[src/rtl/rxca_regs.svh]
// register offsets, control fields, reset values and fixed sizes of the
// comma detect and byte align block; included by the package and the rtl
`ifndef RXCA_REGS_SVH
`define RXCA_REGS_SVH

// register word indices on the plain register port
`define RXCA_ADDR_W 3
`define RXCA_OFS_CTRL 3'h0
`define RXCA_OFS_MASK 3'h1
`define RXCA_OFS_MINUS 3'h2
`define RXCA_OFS_PLUS 3'h3
`define RXCA_OFS_STATUS 3'h4

// control register fields
`define RXCA_CTRL_BND_LO 0
`define RXCA_CTRL_BND_HI 1
`define RXCA_CTRL_PAIRED 2
`define RXCA_CTRL_MDET 3
`define RXCA_CTRL_PDET 4
`define RXCA_CTRL_MSET 5
`define RXCA_CTRL_PSET 6
`define RXCA_CTRL_SLIP_PMA 7
`define RXCA_CTRL_TWO_BYTE 8

// status register fields
`define RXCA_STAT_ALIGNED 0
`define RXCA_STAT_SEEN 1
`define RXCA_STAT_PTR_LO 8
`define RXCA_STAT_PTR_HI 12

// reset values
`define RXCA_RST_CTRL 9'h17B
`define RXCA_RST_MASK 10'h3FF
`define RXCA_RST_MINUS 10'h283
`define RXCA_RST_PLUS 10'h17C

// datapath sizes
`define RXCA_BYTE_W 10
`define RXCA_WORD_W 20
`define RXCA_OFFSETS 20
`define RXCA_PTR_W 5
`define RXCA_PTR_MAX 5'h13
`define RXCA_BYTE_SPAN 5'h0A

`endif

[src/rtl/rxca_pkg.sv]
// types shared by the comma detect and byte align block
// assumes rxca_regs.svh sits on the include path
package rxca_pkg;
`include "rxca_regs.svh"

    typedef logic [`RXCA_WORD_W-1:0] rxca_word_t;
    typedef logic [`RXCA_BYTE_W-1:0] rxca_byte_t;
    typedef logic [`RXCA_PTR_W-1:0] rxca_ptr_t;

    typedef enum logic [1:0] {
        RXCA_BND_ANY = 2'h1,
        RXCA_BND_EVEN = 2'h2
    } rxca_bnd_t;
endpackage

[src/rtl/rxca_aligner.sv]
// receive comma detection, byte alignment, manual slip and bypass
// assumes raw_word is the deserialised word on mclk, and that user
// fabric logic and the register master also run on mclk
`include "rxca_regs.svh"
module rxca_aligner
    import rxca_pkg::*;
(
    input wire logic mclk,
    input wire logic rst,
    input wire logic ce,
    input wire logic [`RXCA_ADDR_W-1:0] addr,
    input wire logic [31:0] wr_data,
    input wire logic wr_en,
    input wire logic rd_en,
    output logic [31:0] rd_data,
    input wire rxca_word_t raw_word,
    input wire logic comma_block_use,
    input wire logic minus_align_enable,
    input wire logic plus_align_enable,
    input wire logic bit_slip_request,
    output rxca_word_t rx_parallel_word,
    output logic comma_seen_flag,
    output logic byte_aligned_flag,
    output logic realign_pulse
);
    logic [8:0] ctrl;
    rxca_byte_t pattern_mask;
    rxca_byte_t minus_pattern;
    rxca_byte_t plus_pattern;
    rxca_word_t prev_word;
    rxca_word_t cur_word;
    rxca_word_t lag_word0;
    rxca_word_t lag_word1;
    rxca_ptr_t ptr;
    logic slip_q;
    logic slip_rise_q;
    logic [2*`RXCA_WORD_W-1:0] window;
    logic [`RXCA_OFFSETS-1:0] minus_hit;
    logic [`RXCA_OFFSETS-1:0] plus_hit;
    logic [`RXCA_OFFSETS-1:0] any_hit;
    rxca_ptr_t first_idx;
    logic hit_found;
    logic is_plus;
    logic is_minus;
    logic sets_ok;
    logic align_ok;
    logic legal;
    logic even_mode;
    logic two_byte;
    logic slip_rise;
    logic slip_now;
    rxca_ptr_t next_ptr;
    rxca_ptr_t target;
    rxca_word_t shifted;

    function automatic rxca_ptr_t mod_byte(input rxca_ptr_t v);
        mod_byte = (v >= `RXCA_BYTE_SPAN) ? v - `RXCA_BYTE_SPAN : v;
    endfunction

    assign two_byte = ctrl[`RXCA_CTRL_TWO_BYTE];
    // one-byte interface always runs as any boundary
    assign even_mode = two_byte &&
        (ctrl[`RXCA_CTRL_BND_HI:`RXCA_CTRL_BND_LO] == RXCA_BND_EVEN);

    // register port
    always_ff @(posedge mclk or posedge rst) begin
        if (rst) begin
            ctrl <= `RXCA_RST_CTRL;
            pattern_mask <= `RXCA_RST_MASK;
            minus_pattern <= `RXCA_RST_MINUS;
            plus_pattern <= `RXCA_RST_PLUS;
        end else if (ce && wr_en) begin
            case (addr)
                `RXCA_OFS_CTRL: ctrl <= wr_data[8:0];
                `RXCA_OFS_MASK: pattern_mask <= wr_data[9:0];
                `RXCA_OFS_MINUS: minus_pattern <= wr_data[9:0];
                `RXCA_OFS_PLUS: plus_pattern <= wr_data[9:0];
                default: ;
            endcase
        end
    end

    always_ff @(posedge mclk or posedge rst) begin
        if (rst) begin
            rd_data <= 32'h0;
        end else if (ce) begin
            rd_data <= 32'h0;
            if (rd_en) begin
                case (addr)
                    `RXCA_OFS_CTRL: rd_data <= {23'h0, ctrl};
                    `RXCA_OFS_MASK: rd_data <= {22'h0, pattern_mask};
                    `RXCA_OFS_MINUS: rd_data <= {22'h0, minus_pattern};
                    `RXCA_OFS_PLUS: rd_data <= {22'h0, plus_pattern};
                    `RXCA_OFS_STATUS: begin
                        rd_data <= {19'h0, ptr, 6'h0,
                            comma_seen_flag, byte_aligned_flag};
                    end
                    default: rd_data <= 32'h0;
                endcase
            end
        end
    end

    // two-word search window, older word in the low half
    always_ff @(posedge mclk or posedge rst) begin
        if (rst) begin
            prev_word <= '0;
            cur_word <= '0;
        end else if (ce) begin
            prev_word <= cur_word;
            cur_word <= raw_word;
        end
    end

    assign window = {cur_word, prev_word};

    rxca_comma_match u_match (
        .window(window),
        .pattern_mask(pattern_mask),
        .minus_pattern(minus_pattern),
        .plus_pattern(plus_pattern),
        .paired(ctrl[`RXCA_CTRL_PAIRED]),
        .minus_hit(minus_hit),
        .plus_hit(plus_hit)
    );

    assign any_hit = minus_hit | plus_hit;

    // lowest offset carrying any comma
    always_comb begin
        first_idx = '0;
        hit_found = 1'b0;
        for (int i = `RXCA_OFFSETS - 1; i >= 0; i--) begin
            if (any_hit[i]) begin
                first_idx = rxca_ptr_t'(i);
                hit_found = 1'b1;
            end
        end
    end

    always_comb begin
        is_plus = plus_hit[first_idx];
        is_minus = minus_hit[first_idx];
        sets_ok = (is_plus && ctrl[`RXCA_CTRL_PSET]) ||
            (is_minus && ctrl[`RXCA_CTRL_MSET]);
        align_ok = (is_plus && plus_align_enable) ||
            (is_minus && minus_align_enable);
        // legal spot: exact pointer for even, same byte phase otherwise
        if (even_mode) begin
            legal = first_idx == ptr;
            target = first_idx;
        end else begin
            legal = mod_byte(first_idx) == mod_byte(ptr);
            target = mod_byte(first_idx);
        end
    end

    // slip request edge; spacing is kept by the user logic
    assign slip_rise = bit_slip_request && !slip_q;
    // analog stage slips at once, coding stage one cycle later
    assign slip_now = ctrl[`RXCA_CTRL_SLIP_PMA] ? slip_rise : slip_rise_q;
    assign next_ptr = (ptr == `RXCA_PTR_MAX) ? '0 : ptr + 5'h01;

    always_ff @(posedge mclk or posedge rst) begin
        if (rst) begin
            slip_q <= 1'b0;
            slip_rise_q <= 1'b0;
        end else if (ce) begin
            slip_q <= bit_slip_request;
            slip_rise_q <= slip_rise;
        end
    end

    // alignment pointer, aligned flag and realign pulse
    always_ff @(posedge mclk or posedge rst) begin
        if (rst) begin
            ptr <= '0;
            byte_aligned_flag <= 1'b0;
            realign_pulse <= 1'b0;
        end else if (ce) begin
            realign_pulse <= 1'b0;
            if (!comma_block_use) begin
                byte_aligned_flag <= 1'b0;
            end else if (slip_now) begin
                ptr <= next_ptr;
                byte_aligned_flag <= 1'b0;
            end else if (hit_found) begin
                if (legal) begin
                    if (sets_ok) begin
                        byte_aligned_flag <= 1'b1;
                    end
                end else begin
                    byte_aligned_flag <= 1'b0;
                    if (align_ok) begin
                        ptr <= target;
                        realign_pulse <= 1'b1;
                    end
                end
            end
        end
    end

    // comma seen flag ahead of the aligned data
    always_ff @(posedge mclk or posedge rst) begin
        if (rst) begin
            comma_seen_flag <= 1'b0;
        end else if (ce) begin
            comma_seen_flag <= comma_block_use && (
                ((|minus_hit) && ctrl[`RXCA_CTRL_MDET]) ||
                ((|plus_hit) && ctrl[`RXCA_CTRL_PDET]));
        end
    end

    assign shifted = window[ptr +: `RXCA_WORD_W];

    // aligned data, two stages behind the seen flag
    always_ff @(posedge mclk or posedge rst) begin
        if (rst) begin
            lag_word0 <= '0;
            lag_word1 <= '0;
            rx_parallel_word <= '0;
        end else if (ce) begin
            lag_word0 <= shifted;
            lag_word1 <= lag_word0;
            if (!comma_block_use) begin
                rx_parallel_word <= cur_word;
            end else if (two_byte) begin
                rx_parallel_word <= lag_word1;
            end else begin
                rx_parallel_word <= {10'h000, lag_word1[9:0]};
            end
        end
    end

    property p_realign_single;
        @(posedge mclk) disable iff (rst)
        (realign_pulse && ce) |=> !realign_pulse;
    endproperty
    a_realign_single: assert property (p_realign_single)
        else $error("realign pulse longer than one cycle");

    property p_realign_drops_aligned;
        @(posedge mclk) disable iff (rst)
        realign_pulse |-> !byte_aligned_flag;
    endproperty
    a_realign_drops_aligned: assert property (p_realign_drops_aligned)
        else $error("aligned flag high during realignment");

    property p_bypass_quiet;
        @(posedge mclk) disable iff (rst)
        (ce && !comma_block_use) |=>
            !comma_seen_flag && !byte_aligned_flag && !realign_pulse;
    endproperty
    a_bypass_quiet: assert property (p_bypass_quiet)
        else $error("status active while block bypassed");

    property p_detect_gate;
        @(posedge mclk) disable iff (rst)
        (ce && !ctrl[`RXCA_CTRL_MDET] && !ctrl[`RXCA_CTRL_PDET]) |=>
            !comma_seen_flag;
    endproperty
    a_detect_gate: assert property (p_detect_gate)
        else $error("seen flag raised with both detect enables off");

    property p_slip_step;
        @(posedge mclk) disable iff (rst)
        (ce && comma_block_use && slip_now) |=>
            ptr == (($past(ptr) == `RXCA_PTR_MAX) ? 5'h00 : $past(ptr) + 5'h01);
    endproperty
    a_slip_step: assert property (p_slip_step)
        else $error("slip did not move pointer by one bit");

    property p_even_target;
        @(posedge mclk) disable iff (rst)
        (realign_pulse && $past(even_mode)) |-> ptr == $past(first_idx);
    endproperty
    a_even_target: assert property (p_even_target)
        else $error("even boundary realign to wrong offset");

    property p_any_target;
        @(posedge mclk) disable iff (rst)
        (realign_pulse && !$past(even_mode)) |-> ptr < `RXCA_BYTE_SPAN;
    endproperty
    a_any_target: assert property (p_any_target)
        else $error("any boundary realign beyond first byte");

    property p_rise_cause;
        @(posedge mclk) disable iff (rst)
        $rose(byte_aligned_flag) |-> $past(sets_ok) && $past(legal);
    endproperty
    a_rise_cause: assert property (p_rise_cause)
        else $error("aligned flag rose without enabled comma");

    property p_freeze;
        @(posedge mclk) disable iff (rst)
        (ce && !minus_align_enable && !plus_align_enable && !slip_now) |=>
            ptr == $past(ptr) && !realign_pulse;
    endproperty
    a_freeze: assert property (p_freeze)
        else $error("pointer moved with alignment disabled");

    c_realign: cover property (@(posedge mclk) disable iff (rst)
        realign_pulse);
    c_aligned: cover property (@(posedge mclk) disable iff (rst)
        $rose(byte_aligned_flag));
    c_slip: cover property (@(posedge mclk) disable iff (rst)
        ce && comma_block_use && slip_now);
endmodule

[src/rtl/rxca_comma_match.sv]
// masked plus, minus and paired comma compare at every bit offset
// assumes a 40-bit window, older word low, bit 0 received first
`include "rxca_regs.svh"
module rxca_comma_match
    import rxca_pkg::*;
(
    input wire logic [2*`RXCA_WORD_W-1:0] window,
    input wire rxca_byte_t pattern_mask,
    input wire rxca_byte_t minus_pattern,
    input wire rxca_byte_t plus_pattern,
    input wire logic paired,
    output logic [`RXCA_OFFSETS-1:0] minus_hit,
    output logic [`RXCA_OFFSETS-1:0] plus_hit
);
    genvar g;
    generate
        for (g = 0; g < `RXCA_OFFSETS; g = g + 1) begin : g_ofs
            logic [`RXCA_BYTE_W-1:0] first_b;
            logic [`RXCA_BYTE_W-1:0] second_b;
            logic p_eq;
            logic m_eq;
            logic m_next;
            assign first_b = window[g +: `RXCA_BYTE_W];
            assign second_b = window[g + `RXCA_BYTE_W +: `RXCA_BYTE_W];
            // cleared mask bits are don't-care
            assign p_eq = ((first_b ^ plus_pattern) & pattern_mask) == '0;
            assign m_eq = ((first_b ^ minus_pattern) & pattern_mask) == '0;
            assign m_next = ((second_b ^ minus_pattern) & pattern_mask) == '0;
            // paired mode: plus then minus back to back
            assign plus_hit[g] = paired ? (p_eq & m_next) : p_eq;
            assign minus_hit[g] = paired ? (p_eq & m_next) : m_eq;
        end
    endgenerate
endmodule

[config.mk]
export PLATFORM = sky130hd
export DESIGN_NAME = rxca_aligner
export DESIGN_NICKNAME = d
export VERILOG_FILES = /design/src/rtl/rxca_pkg.sv /design/src/rtl/rxca_aligner.sv /design/src/rtl/rxca_comma_match.sv
export VERILOG_INCLUDE_DIRS = /design/src /design/src/rtl
export SDC_FILE = /design/constraint.sdc
export NUM_CORES = 1
export LEC_CHECK = 0
export ABC_AREA = 1
export BUFFER_PORTS_ARGS = -buffer_cell sky130_fd_sc_hd__buf_2
export CORE_AREA = 2 2 275 277
export CTS_CLUSTER_DIAMETER = 60
export DETAILED_ROUTE_END_ITERATION = 10
export DIE_AREA = 0 0 277 279
export GPL_TIMING_DRIVEN = 0
export PLACE_DENSITY = 0.44
export SLEW_MARGIN = 15
export SYNTH_ARGS = -nofsm -noshare
export SYNTH_HDL_FRONTEND = slang
export SYNTH_SLANG_ARGS = --single-unit
[constraint.sdc]
create_clock -name mclk -period 7.35 [get_ports mclk]
set_clock_uncertainty 0.2 [all_clocks]
set_input_delay 0.735 -clock mclk [delete_from_list [all_inputs] [get_ports mclk]]
set_output_delay 0.735 -clock mclk [all_outputs]
set_load 0.05 [all_outputs]
### Word-level counts from Yosys, hierarchy flattened

Cells that the tools add are included.
Widths: inputs -> output; s select.

* bits of input ports: 64
* register bits after elaboration: 181
* word-level logic and storage cells: 338

* shift operators: 1
* $lt $le $gt $ge: 3
* add/sub/neg operators: 3
* equal/unequal tests: 11
* multiplexer cells: 108
* reductions and logical operators: 75
* bitwise logic cells: 121

Operators with widths (number)
* $and 10x10->10: 50
* $logic_not 10->1: 50
* $xor 10x10->10: 50
* $mux 5: 28
* $mux 1: 74
* $pmux 13 s5: 1
* $mux 20: 2
* $reduce_or 20->1: 2
* $shiftx 40x6->20: 1
* $and 1x1->1: 20
* $or 20x20->20: 1
* $mux 13: 1
* $bmux 1 s5: 2
* $eq 5x5->1: 2
* $ge 5x4->1 const B: 2
* $logic_and 1x1->1: 10
* $sub 5x4->5 const B: 2
* $reduce_and 2->1: 4
* $eq 3x2->1 const B: 2
* $lt 5x6->1 const B: 1
* $add 5x1->5 const B: 1
* $eq 5x5->1 const B: 1
* $reduce_and 5->1: 1
* $ne 4x3->1 const B: 1
* 10 further kinds: 13

### Longest topological paths before layout

Gate-level depths: netlist (run 1).

* word-level depth: 35
* mapped depth: 43
* depth with buffers taken out: 41

### Modules after synthesis

From an unflattened synthesis (run 1), not the netlist that was laid out.

* cell total of the unflattened synthesis: 3525
* area total of the unflattened synthesis: 19477.4 sq um

By module, submodules not included
* rxca_comma_match: cells an instance 2191, seq. area each 0.0 sq um, area an instance 9748.1 sq um, instances 1
* rxca_aligner: cells an instance 1334, seq. area each 4087.7 sq um, area an instance 9729.3 sq um, instances 1

### Worst setup path before layout (run 1)

Ideal clock, no wire load.

* kind: register -> register
* from: register plus_pattern[2]
* to: register ptr[3]
* cell stages (with the launch flop): 31
* arrival time: 3.632 ns
* clock period less this slack: 3.950 ns
* buffers on the path: 3
* slack: 3.400 ns
* cells stage by stage: dfstp_2 -> buf_4 -> inv_4 -> buf_6 -> buf_6 -> o21ai_1 -> nand2_1 -> nor4_1 -> inv_1 -> o31ai_2 -> nor2_1 -> nand2_1 -> inv_2 -> nand2_2 -> a21oi_1 -> nor2_1 -> inv_1 -> ha_1 -> or2_1 -> nand2_1 -> inv_2 -> nand2_4 -> nand2_1 -> a21oi_1 -> nor2_1 -> nand3_1 -> nand2_2 -> nand2_4 -> nand3_4 -> nand2_1 -> nand2_1

* longest elaborated chain between the ends: 33
* elaborated cells between the ends (all ways): 183
* classes of those cells: 1 x add/sub; 1 x order compare; 3 x eq/ne; 91 x mux; 61 x bitwise; 26 x reduce/logical

Ends and longest elaborated chain
* from (decl): line rxca_aligner.sv:29 `rxca_byte_t plus_pattern;`
* from (signal assigned): line rxca_aligner.sv:71 `` plus_pattern <= `RXCA_RST_PLUS; ``
* from (signal assigned): line rxca_aligner.sv:77 `` `RXCA_OFS_PLUS: plus_pattern <= wr_data[9:0]; ``
* branches (longest 33 deep; another with $or 20x20->20)
* to (signal assigned): line rxca_aligner.sv:185 `ptr <= next_ptr;`
* to (signal assigned): line rxca_aligner.sv:195 `ptr <= target;`
* to (decl): line rxca_aligner.sv:34 `rxca_ptr_t ptr;`

Several ways; the timed one is not identified. The select of a mux whose other input is x is not followed.
A chain may end at the register's enable or synchronous reset.

### Final worst setup path (run 1)

* from: register prev_word[7]
* to: register ptr[3]

* longest elaborated chain between the ends: 21
* elaborated cells between the ends (all ways): 111
* classes of those cells: 1 x add/sub; 1 x order compare; 3 x eq/ne; 43 x mux; 41 x bitwise; 22 x reduce/logical

Ends and longest elaborated chain
* from (decl): line rxca_aligner.sv:30 `rxca_word_t prev_word;`
* from (signal assigned): line rxca_aligner.sv:110 `prev_word <= cur_word;`
* branches (longest 21 deep; another with $or 20x20->20)

Several ways; the timed one is not identified. The select of a mux whose other input is x is not followed.

==> run summary, run 1 <==
Peak VDD IR = 0.2333 mV
Worst EP arrival = 6.45 ns
Mapped Avg Cell Area = 5.915 µm²
Initial antenna violation count = 6
Number of remaining DRC errors = 0
Largest net degree at the start of global routing = 95
Syn Inst Count = 3,115
Mapped Area = 18,420 µm²
Setup crit end kind = register
Status = completed
Reg2reg path depth = 29
Hold buffers post-CTS = 0
Layout Utilization = 28.07%
RSZ-0062 raised after global routing = no
Post-synth EDFFs = 0
Most frequent cell on the critical path = nand2_1
Per-cell routed wire length = 30.17 µm
Clock period minus worst slack = 6.280 ns
Largest fanout on the critical path = 10
DP HPWL = 96.04 mm
Setup CP Type = register to register
Cell Pwr Density = 357.7 nW/µm²
Top cells by area, synth = dfrtp_1, nand2_1, o21ai_0, a21oi_1, buf_2
Global-route wire length before repair = 177.1 mm
Worst-Margin Slew = 1.364 ns
Area fraction of the dominant cell type after synthesis = 18.34%
Clock Path Buffers = 2
Via count = 24,410
Switching portion of total power = 60.27%
Required time worst endpoint = 7.52 ns
Max Cap Violations = 0
Worst Setup Start Kind = register
First drt pass iteration count = 5
Largest stage delay, worst path = 1.00 ns
Max Freq = 0.1592 GHz
Main synth FF type = dfrtp_1
RR Endpoint = ptr[3]
Synth cell types = 63
Logic pwr share = 69.1%
Psw = 4.482 mW
Vias in the first global route = 22,560
Grt total ovfl = 0
Clock slew at reported path FFs = 0.08 ns
Pwr Total = 7.438 mW
Share of cells above drive strength 1 = 14.63%
Max H-tree Level = 4
Worst r2r src = prev_word[7]
#FFs+latches synth = 162
DRT antenna net count = 0
Synth-to-Final Area Change = 12.84%
Fin. max-slew vios = 0
Final Cycle Share = 85.44%
Hold Vio Cnt, Final = 0
Setup violators final = 0
Post-synthesis sequential area ratio = 22.19%
Flop pwr share = 17.5%
Core area = 74,070 µm²
Drt total wl = 127.2 mm
Asr flop ratio synth = 100.0%
Slowest-stage cell, CP = clkbuf_1
Num CTS Buffers = 17
Top Ports = 119
GRT Total Usage = 32.22%
Clock root buffer = clkbuf_16
Clock Latency Late Sink = 0.49 ns
Clk pwr share = 13.4%
Syn. warnings = 0
Internal Power = 2.955 mW
Clock tree from TritonCTS = done
FF-to-FF setup slack = 1.07 ns
# clock sinks = 162
Iter 0 DRT Violations = 3,290
Post-CTS setup buffer count = 0
Max-slew headroom = 9.081%
Initial Util = 24.87%
Layout Nets = 3,298
PortBufs = 75
Routability cong. = 1.030
Yosys top cell by area = dfrtp_1
Die width = 277 µm
HP Class = input port to async pin
Static leakage = 9.413 nW
Post-cts resize count = 0
Vias per Instance = 5.789
Die Area = 77,280 µm²
Die H = 279 µm
Floorplan row count = 100
## logic make-up after synthesis
family | after synthesis | synth area share, %
adders and majority gates | 6 | 0.4075
DFF | 162 | 22.19
xor gates and xnor gates | 14 | 0.6655
and+or+nand+nor | 1208 | 28.00
AOI/OAI and AO/OA | 1184 | 33.87
buffers and inverters | 523 | 13.93
other | 1 | 0.02035
muxes | 17 | 0.9236
## registers in the layout (all words and copies together) (netlist names)
signal,flops
minus_pattern,10
ctrl,9
ptr,5
byte_aligned_flag,1
lag_word0,20
slip_rise_q,1
cur_word,20
rd_data,13
realign_pulse,1
plus_pattern,10
rx_parallel_word,20
pattern_mask,10
lag_word1,20
comma_seen_flag,1
prev_word,20
slip_q,1
## critical path, delay by kind of cell (launching register included)
kind	cells	cell delay (ns)
AND/OR/NAND/NOR	17	2.44
buffers and inverters	6	1.73
AO/OA/AOI/OAI	5	0.92
flip-flops	1	0.60
adder cells (fa/ha/maj)	1	0.26
## placed cells by master, fill, tap and decap left out, types with 7 or more instances in the layout
master,synthesis,routed
o21ai_0,503,503
clkbuf_1,99,99
o22ai_1,18,18
buf_1,11,11
nand4_1,40,40
inv_2,46,46
xor2_1,13,13
a31oi_1,9,9
a21oi_1,486,486
buf_6,25,25
dfstp_2,27,27
diode_2,0,7
inv_1,120,119
conb_1,1,19
clkbuf_16,0,17
nor3_1,28,28
o211ai_1,13,13
a221oi_1,21,21
buf_4,55,55
mux2i_1,17,17
nor2_1,115,115
o21ai_1,89,89
clkinv_8,0,7
nor3_2,7,7
nand2_1,803,803
nor4_1,22,21
dfrtp_1,135,135
buf_2,154,229
nand3_1,150,150
## worst max-delay path by stage
stage | to | startpoint | cells past startpoint | slack, ns
floorplan | byte_aligned_flag | rst | 1 | 2.08
global placement | rd_data[1] | rst | 2 | -0.35
detailed placement | ptr[3] | prev_word[7] | 29 | 1.30
CTS | ptr[3] | prev_word[7] | 29 | 1.27
global route | ptr[3] | prev_word[7] | 29 | 0.78
finish | ptr[3] | prev_word[7] | 29 | 1.07
## power by group through the flow
stage / sequential (mW) / clock, mW / combinational [mW]
after floorplan: 1.32 / 0 / 3.01
after global placement: 1.31 / 0 / 4.94
after detailed placement: 1.31 / 0 / 4.92
after CTS: 1.29 / 1.01 / 4.94
after global routing: 1.32 / 1.04 / 5.44
final: 1.30 / 0.993 / 5.14
## metal layers
| metal | wire length (µm) | global-route usage, % | vias to the layer above |
|---|---|---|---|
| met5 | 14 | 0 | - |
| met4 | 10940 | 24.50 | 2 |
| met3 | 13050 | 7.932 | 422 |
| met2 | 51700 | 46.57 | 1609 |
| met1 | 51530 | 41.22 | 11580 |
| li1 | - | - | 10800 |
## area by class of cell
type | instances | area, µm²
clock buffer | 17 | 425.4
inverter | 178 | 690.7
antenna | 7 | 17.52
fill | 8647 | 53280
sequential | 162 | 4088
buffer | 345 | 1883
tap | 969 | 1212
multi-input combinational | 2448 | 11850
clock inverter | 15 | 225.2
timing repair buffer | 76 | 402.9
## cells in the mapped netlist, drive strengths merged, types with 13 or more instances
| cell | n |
|---|---|
| nand2 | 813 |
| o21ai | 598 |
| a21oi | 489 |
| buf | 245 |
| inv | 172 |
| nand3 | 153 |
| dfrtp | 135 |
| nor2 | 124 |
| clkbuf | 100 |
| nand4 | 41 |
| nor3 | 35 |
| dfstp | 27 |
| nor4 | 22 |
| a221oi | 21 |
| o22ai | 18 |
| mux2i | 17 |
| o211ai | 13 |
| xor2 | 13 |
## stage by stage
stage / setup TNS (ns) / hold slack (ns) / instances / instance area [µm²] / setup slack, ns
floorplan: 0 / 0.2366 / 3133 / 18490 / 2.083
global placement: -43.88 / 0.2505 / 4177 / 20080 / -0.3487
detailed placement: 0 / 0.2538 / 4178 / 20120 / 1.298
CTS: 0 / 0.1628 / 4210 / 20770 / 1.267
global route: 0 / 0.1962 / 4210 / 20770 / 0.7807
finish: 0 / 0.1523 / 4217 / 20790 / 1.070
No activity file was read; power rests on OpenSTA's default activity.
==> run 2, diff against run 1 <==
- CORE_AREA: 2 2 275 277 -> 2 2 317 241
- DIE_AREA: 0 0 277 279 -> 0 0 319 243
- clock period: 7.35 -> 6.1 ns (I/O delays scaled with it)
==> run 2 against run 1 <==
Effect of this change: global-route usage grew 1.1 points; flip-flop and latch count unchanged; largest cell class unchanged; die area up 0.30%; sequential share of layout area about the same; via count down 0.21%; utilization decreased by 0.085 points; clock power up 15%; fmax is 3.6% higher; power increased by 25%; non-clock buffer count is 1 lower; sequential power is 19% higher.
==> run summary, run 2 (synthesized netlist as in run 1, its figures left out) <==
Status = completed
Largest stage delay, worst path = 0.76 ns (-0.24 ns)
Required time worst endpoint = 6.28 ns (-1.24 ns)
Floorplan row count = 87 (-13%)
Cell Pwr Density = 444.9 nW/µm² (+24%)
Commonest non-fill, non-tap cell in the layout = nand2_1
Layout Utilization = 27.98% (-0.085 points)
First drt pass iteration count = 6 (+1)
Max Cap Violations = 0 (unchanged)
Most frequent cell on the critical path = nand2_1
HP Class = input port to register
End of the worst hold path = cur_word[2]
Max H-tree Level = 4 (unchanged)
Fin. max-slew vios = 0 (unchanged)
Via count = 24,360 (-0.21%)
Largest fanout on the critical path = 10 (unchanged)
Global-route wire length before repair = 181.2 mm (+2.3%)
Worst-Margin Slew = 1.260 ns (-0.1041 ns)
Core area = 74,460 µm² (+0.52%)
FF-to-FF setup slack = 0.04 ns (-1.03 ns)
Clock period minus worst slack = 6.064 ns (-0.2157 ns)
Die H = 243 µm (-13%)
Largest net degree at the start of global routing = 96 (+1.1%)
PortBufs = 75 (unchanged)
Drt total wl = 133.0 mm (+4.5%)
Commonest cells after routing, fill and taps aside = nand2_1, o21ai_0, a21oi_1
Number of remaining DRC errors = 0 (unchanged)
Setup violators final = 0 (unchanged)
Peak VDD IR = 0.2059 mV (-12%)
Max-slew headroom = 15.37% (+6.3 points)
Slowest-stage cell, CP = buf_1
Worst EP arrival = 6.24 ns (-0.21 ns)
DP HPWL = 102.2 mm (+6.4%)
Clock tree from TritonCTS = done
Initial Util = 24.74% (-0.13 points)
Worst r2r src = prev_word[6]
Routability cong. = 1.042 (+1.1%)
Iter 0 DRT Violations = 3,992 (+21%)
Hold Slack = 0.1251 ns (-0.02716 ns)
Clock Path Buffers = 2 (unchanged)
Hold Vio Cnt, Final = 0 (unchanged)
Num CTS Buffers = 17 (unchanged)
Top Ports = 119 (unchanged)
Final Cycle Share = 99.42% (+14 points)
Min-delay src = raw_word[2]
Grt total ovfl = 0 (unchanged)
Die Area = 77,520 µm² (+0.30%)
Layout Nets = 3,297 (-0.030%)
Initial antenna violation count = 7 (+1)
Static leakage = 9.446 nW (+0.35%)
# clock sinks = 162 (unchanged)
Setup crit end kind = register
GRT Total Usage = 33.32% (+1.1 points)
DRT antenna net count = 0 (unchanged)
Max Freq = 0.1649 GHz (+3.6%)
Reg2reg path depth = 27 (-6.9%)
Setup CP Type = register to register
Layout Cells excl Fill = 4,221 (+0.095%)
Clock root buffer = clkbuf_16
RR Endpoint = byte_aligned_flag
Hold depth = 3
Vias in the first global route = 21,490 (-4.7%)
Per-cell routed wire length = 31.50 µm (+4.4%)
Inst Count DP = 4,190 (+0.29%)
Clock slew at reported path FFs = 0.08 ns (about the same)
Clock Latency Late Sink = 0.49 ns (about the same)
Synth-to-Final Area Change = 13.09%
Die width = 319 µm (+15%)
Vias per Instance = 5.771 (-0.31%)
Share of cells above drive strength 1 = 15.37% (+0.75 points)
Worst Setup Start Kind = register
RSZ-0062 raised after global routing = yes
==> run 2: cell types whose count changed in the layout (fill, tap and decap cells not counted), sizes merged <==
cell | before | now
diode | 7 | 2
clkbuf | 117 | 114
clkinv | 14 | 12
clkinvlp | 0 | 2
buf | 321 | 322
bufinv | 1 | 0
dlygate4sd3 | 0 | 1
inv | 178 | 179
==> run 2: what timing repair did <==
action,4_1_cts,5_1_grt
setup buffers,0,0
endpoints found under the setup margin,6,7
gates resized for setup,0,43
hold endpoints to repair,42,0
hold buffers,1,0
==> run 2: worst max path at each step <==
stage                    start                end  slack [ns]  cells past startpoint
2_1_floorplan              rst  byte_aligned_flag        0.96                      1
3_5_place_dp       cur_word[0]             ptr[2]       -0.06                     36
3_3_place_gp               rst      realign_pulse       -1.39                      2
6_report          prev_word[6]  byte_aligned_flag        0.04                     27
5_1_grt        plus_pattern[8]  byte_aligned_flag       -0.08                     26
4_1_cts           prev_word[7]  byte_aligned_flag        0.09                     29
==> run 2: final cells by class <==
type / instances / area, µm²
buffer: 341 / 1883
timing repair buffer: 79 / 427.9
clock buffer: 17 / 425.4
antenna: 2 / 5.005
sequential: 162 / 4088
tap: 979 / 1225
inverter: 178 / 694.4
multi-input combinational: 2448 / 11900
clock inverter: 15 / 182.7
fill: 8667 / 53620
==> run 2: power breakdown <==
part           switching [mW]  total (mW)  leakage (nW)  internal [mW]
Combinational            4.94        6.58          7.19           1.64
Clock                   0.589        1.14         0.292          0.555
Sequential              0.203        1.55          1.96           1.34
==> run 2: through the flow <==
stage | setup slack, ns | total power [mW] | instance area (µm²) | setup TNS, ns
final | 0.03565 | 9.270 | 20840 | 0
after global routing | -0.08238 | 9.676 | 20830 | -0.08238
after detailed placement | -0.05655 | 7.743 | 20160 | -0.2376
after floorplan | 0.9581 | 5.221 | 18490 | 0
after global placement | -1.387 | 7.803 | 20090 | -188.36
after CTS | 0.09009 | 8.902 | 20760 | 0
==> run 2: metal layers <==
layer  track usage (%)  up-vias  share of wire (%)
li1                  -    10800                  -
met1             48.38    11610                 44
met2             43.18     1721                 37
met3             12.91      227                 15
met4             12.69        4                4.0
met5                 0        -              0.020
==> run 2: worst max-delay path, delay by kind of cell, from the launching register on <==
kind | cells | cell delay [ns]
AOI/OAI and AO/OA | 5 | 1.05
adders and majority gates | 1 | 0.25
buffers and inverters | 4 | 1.50
DFF | 1 | 0.67
and+or+nand+nor | 17 | 2.26
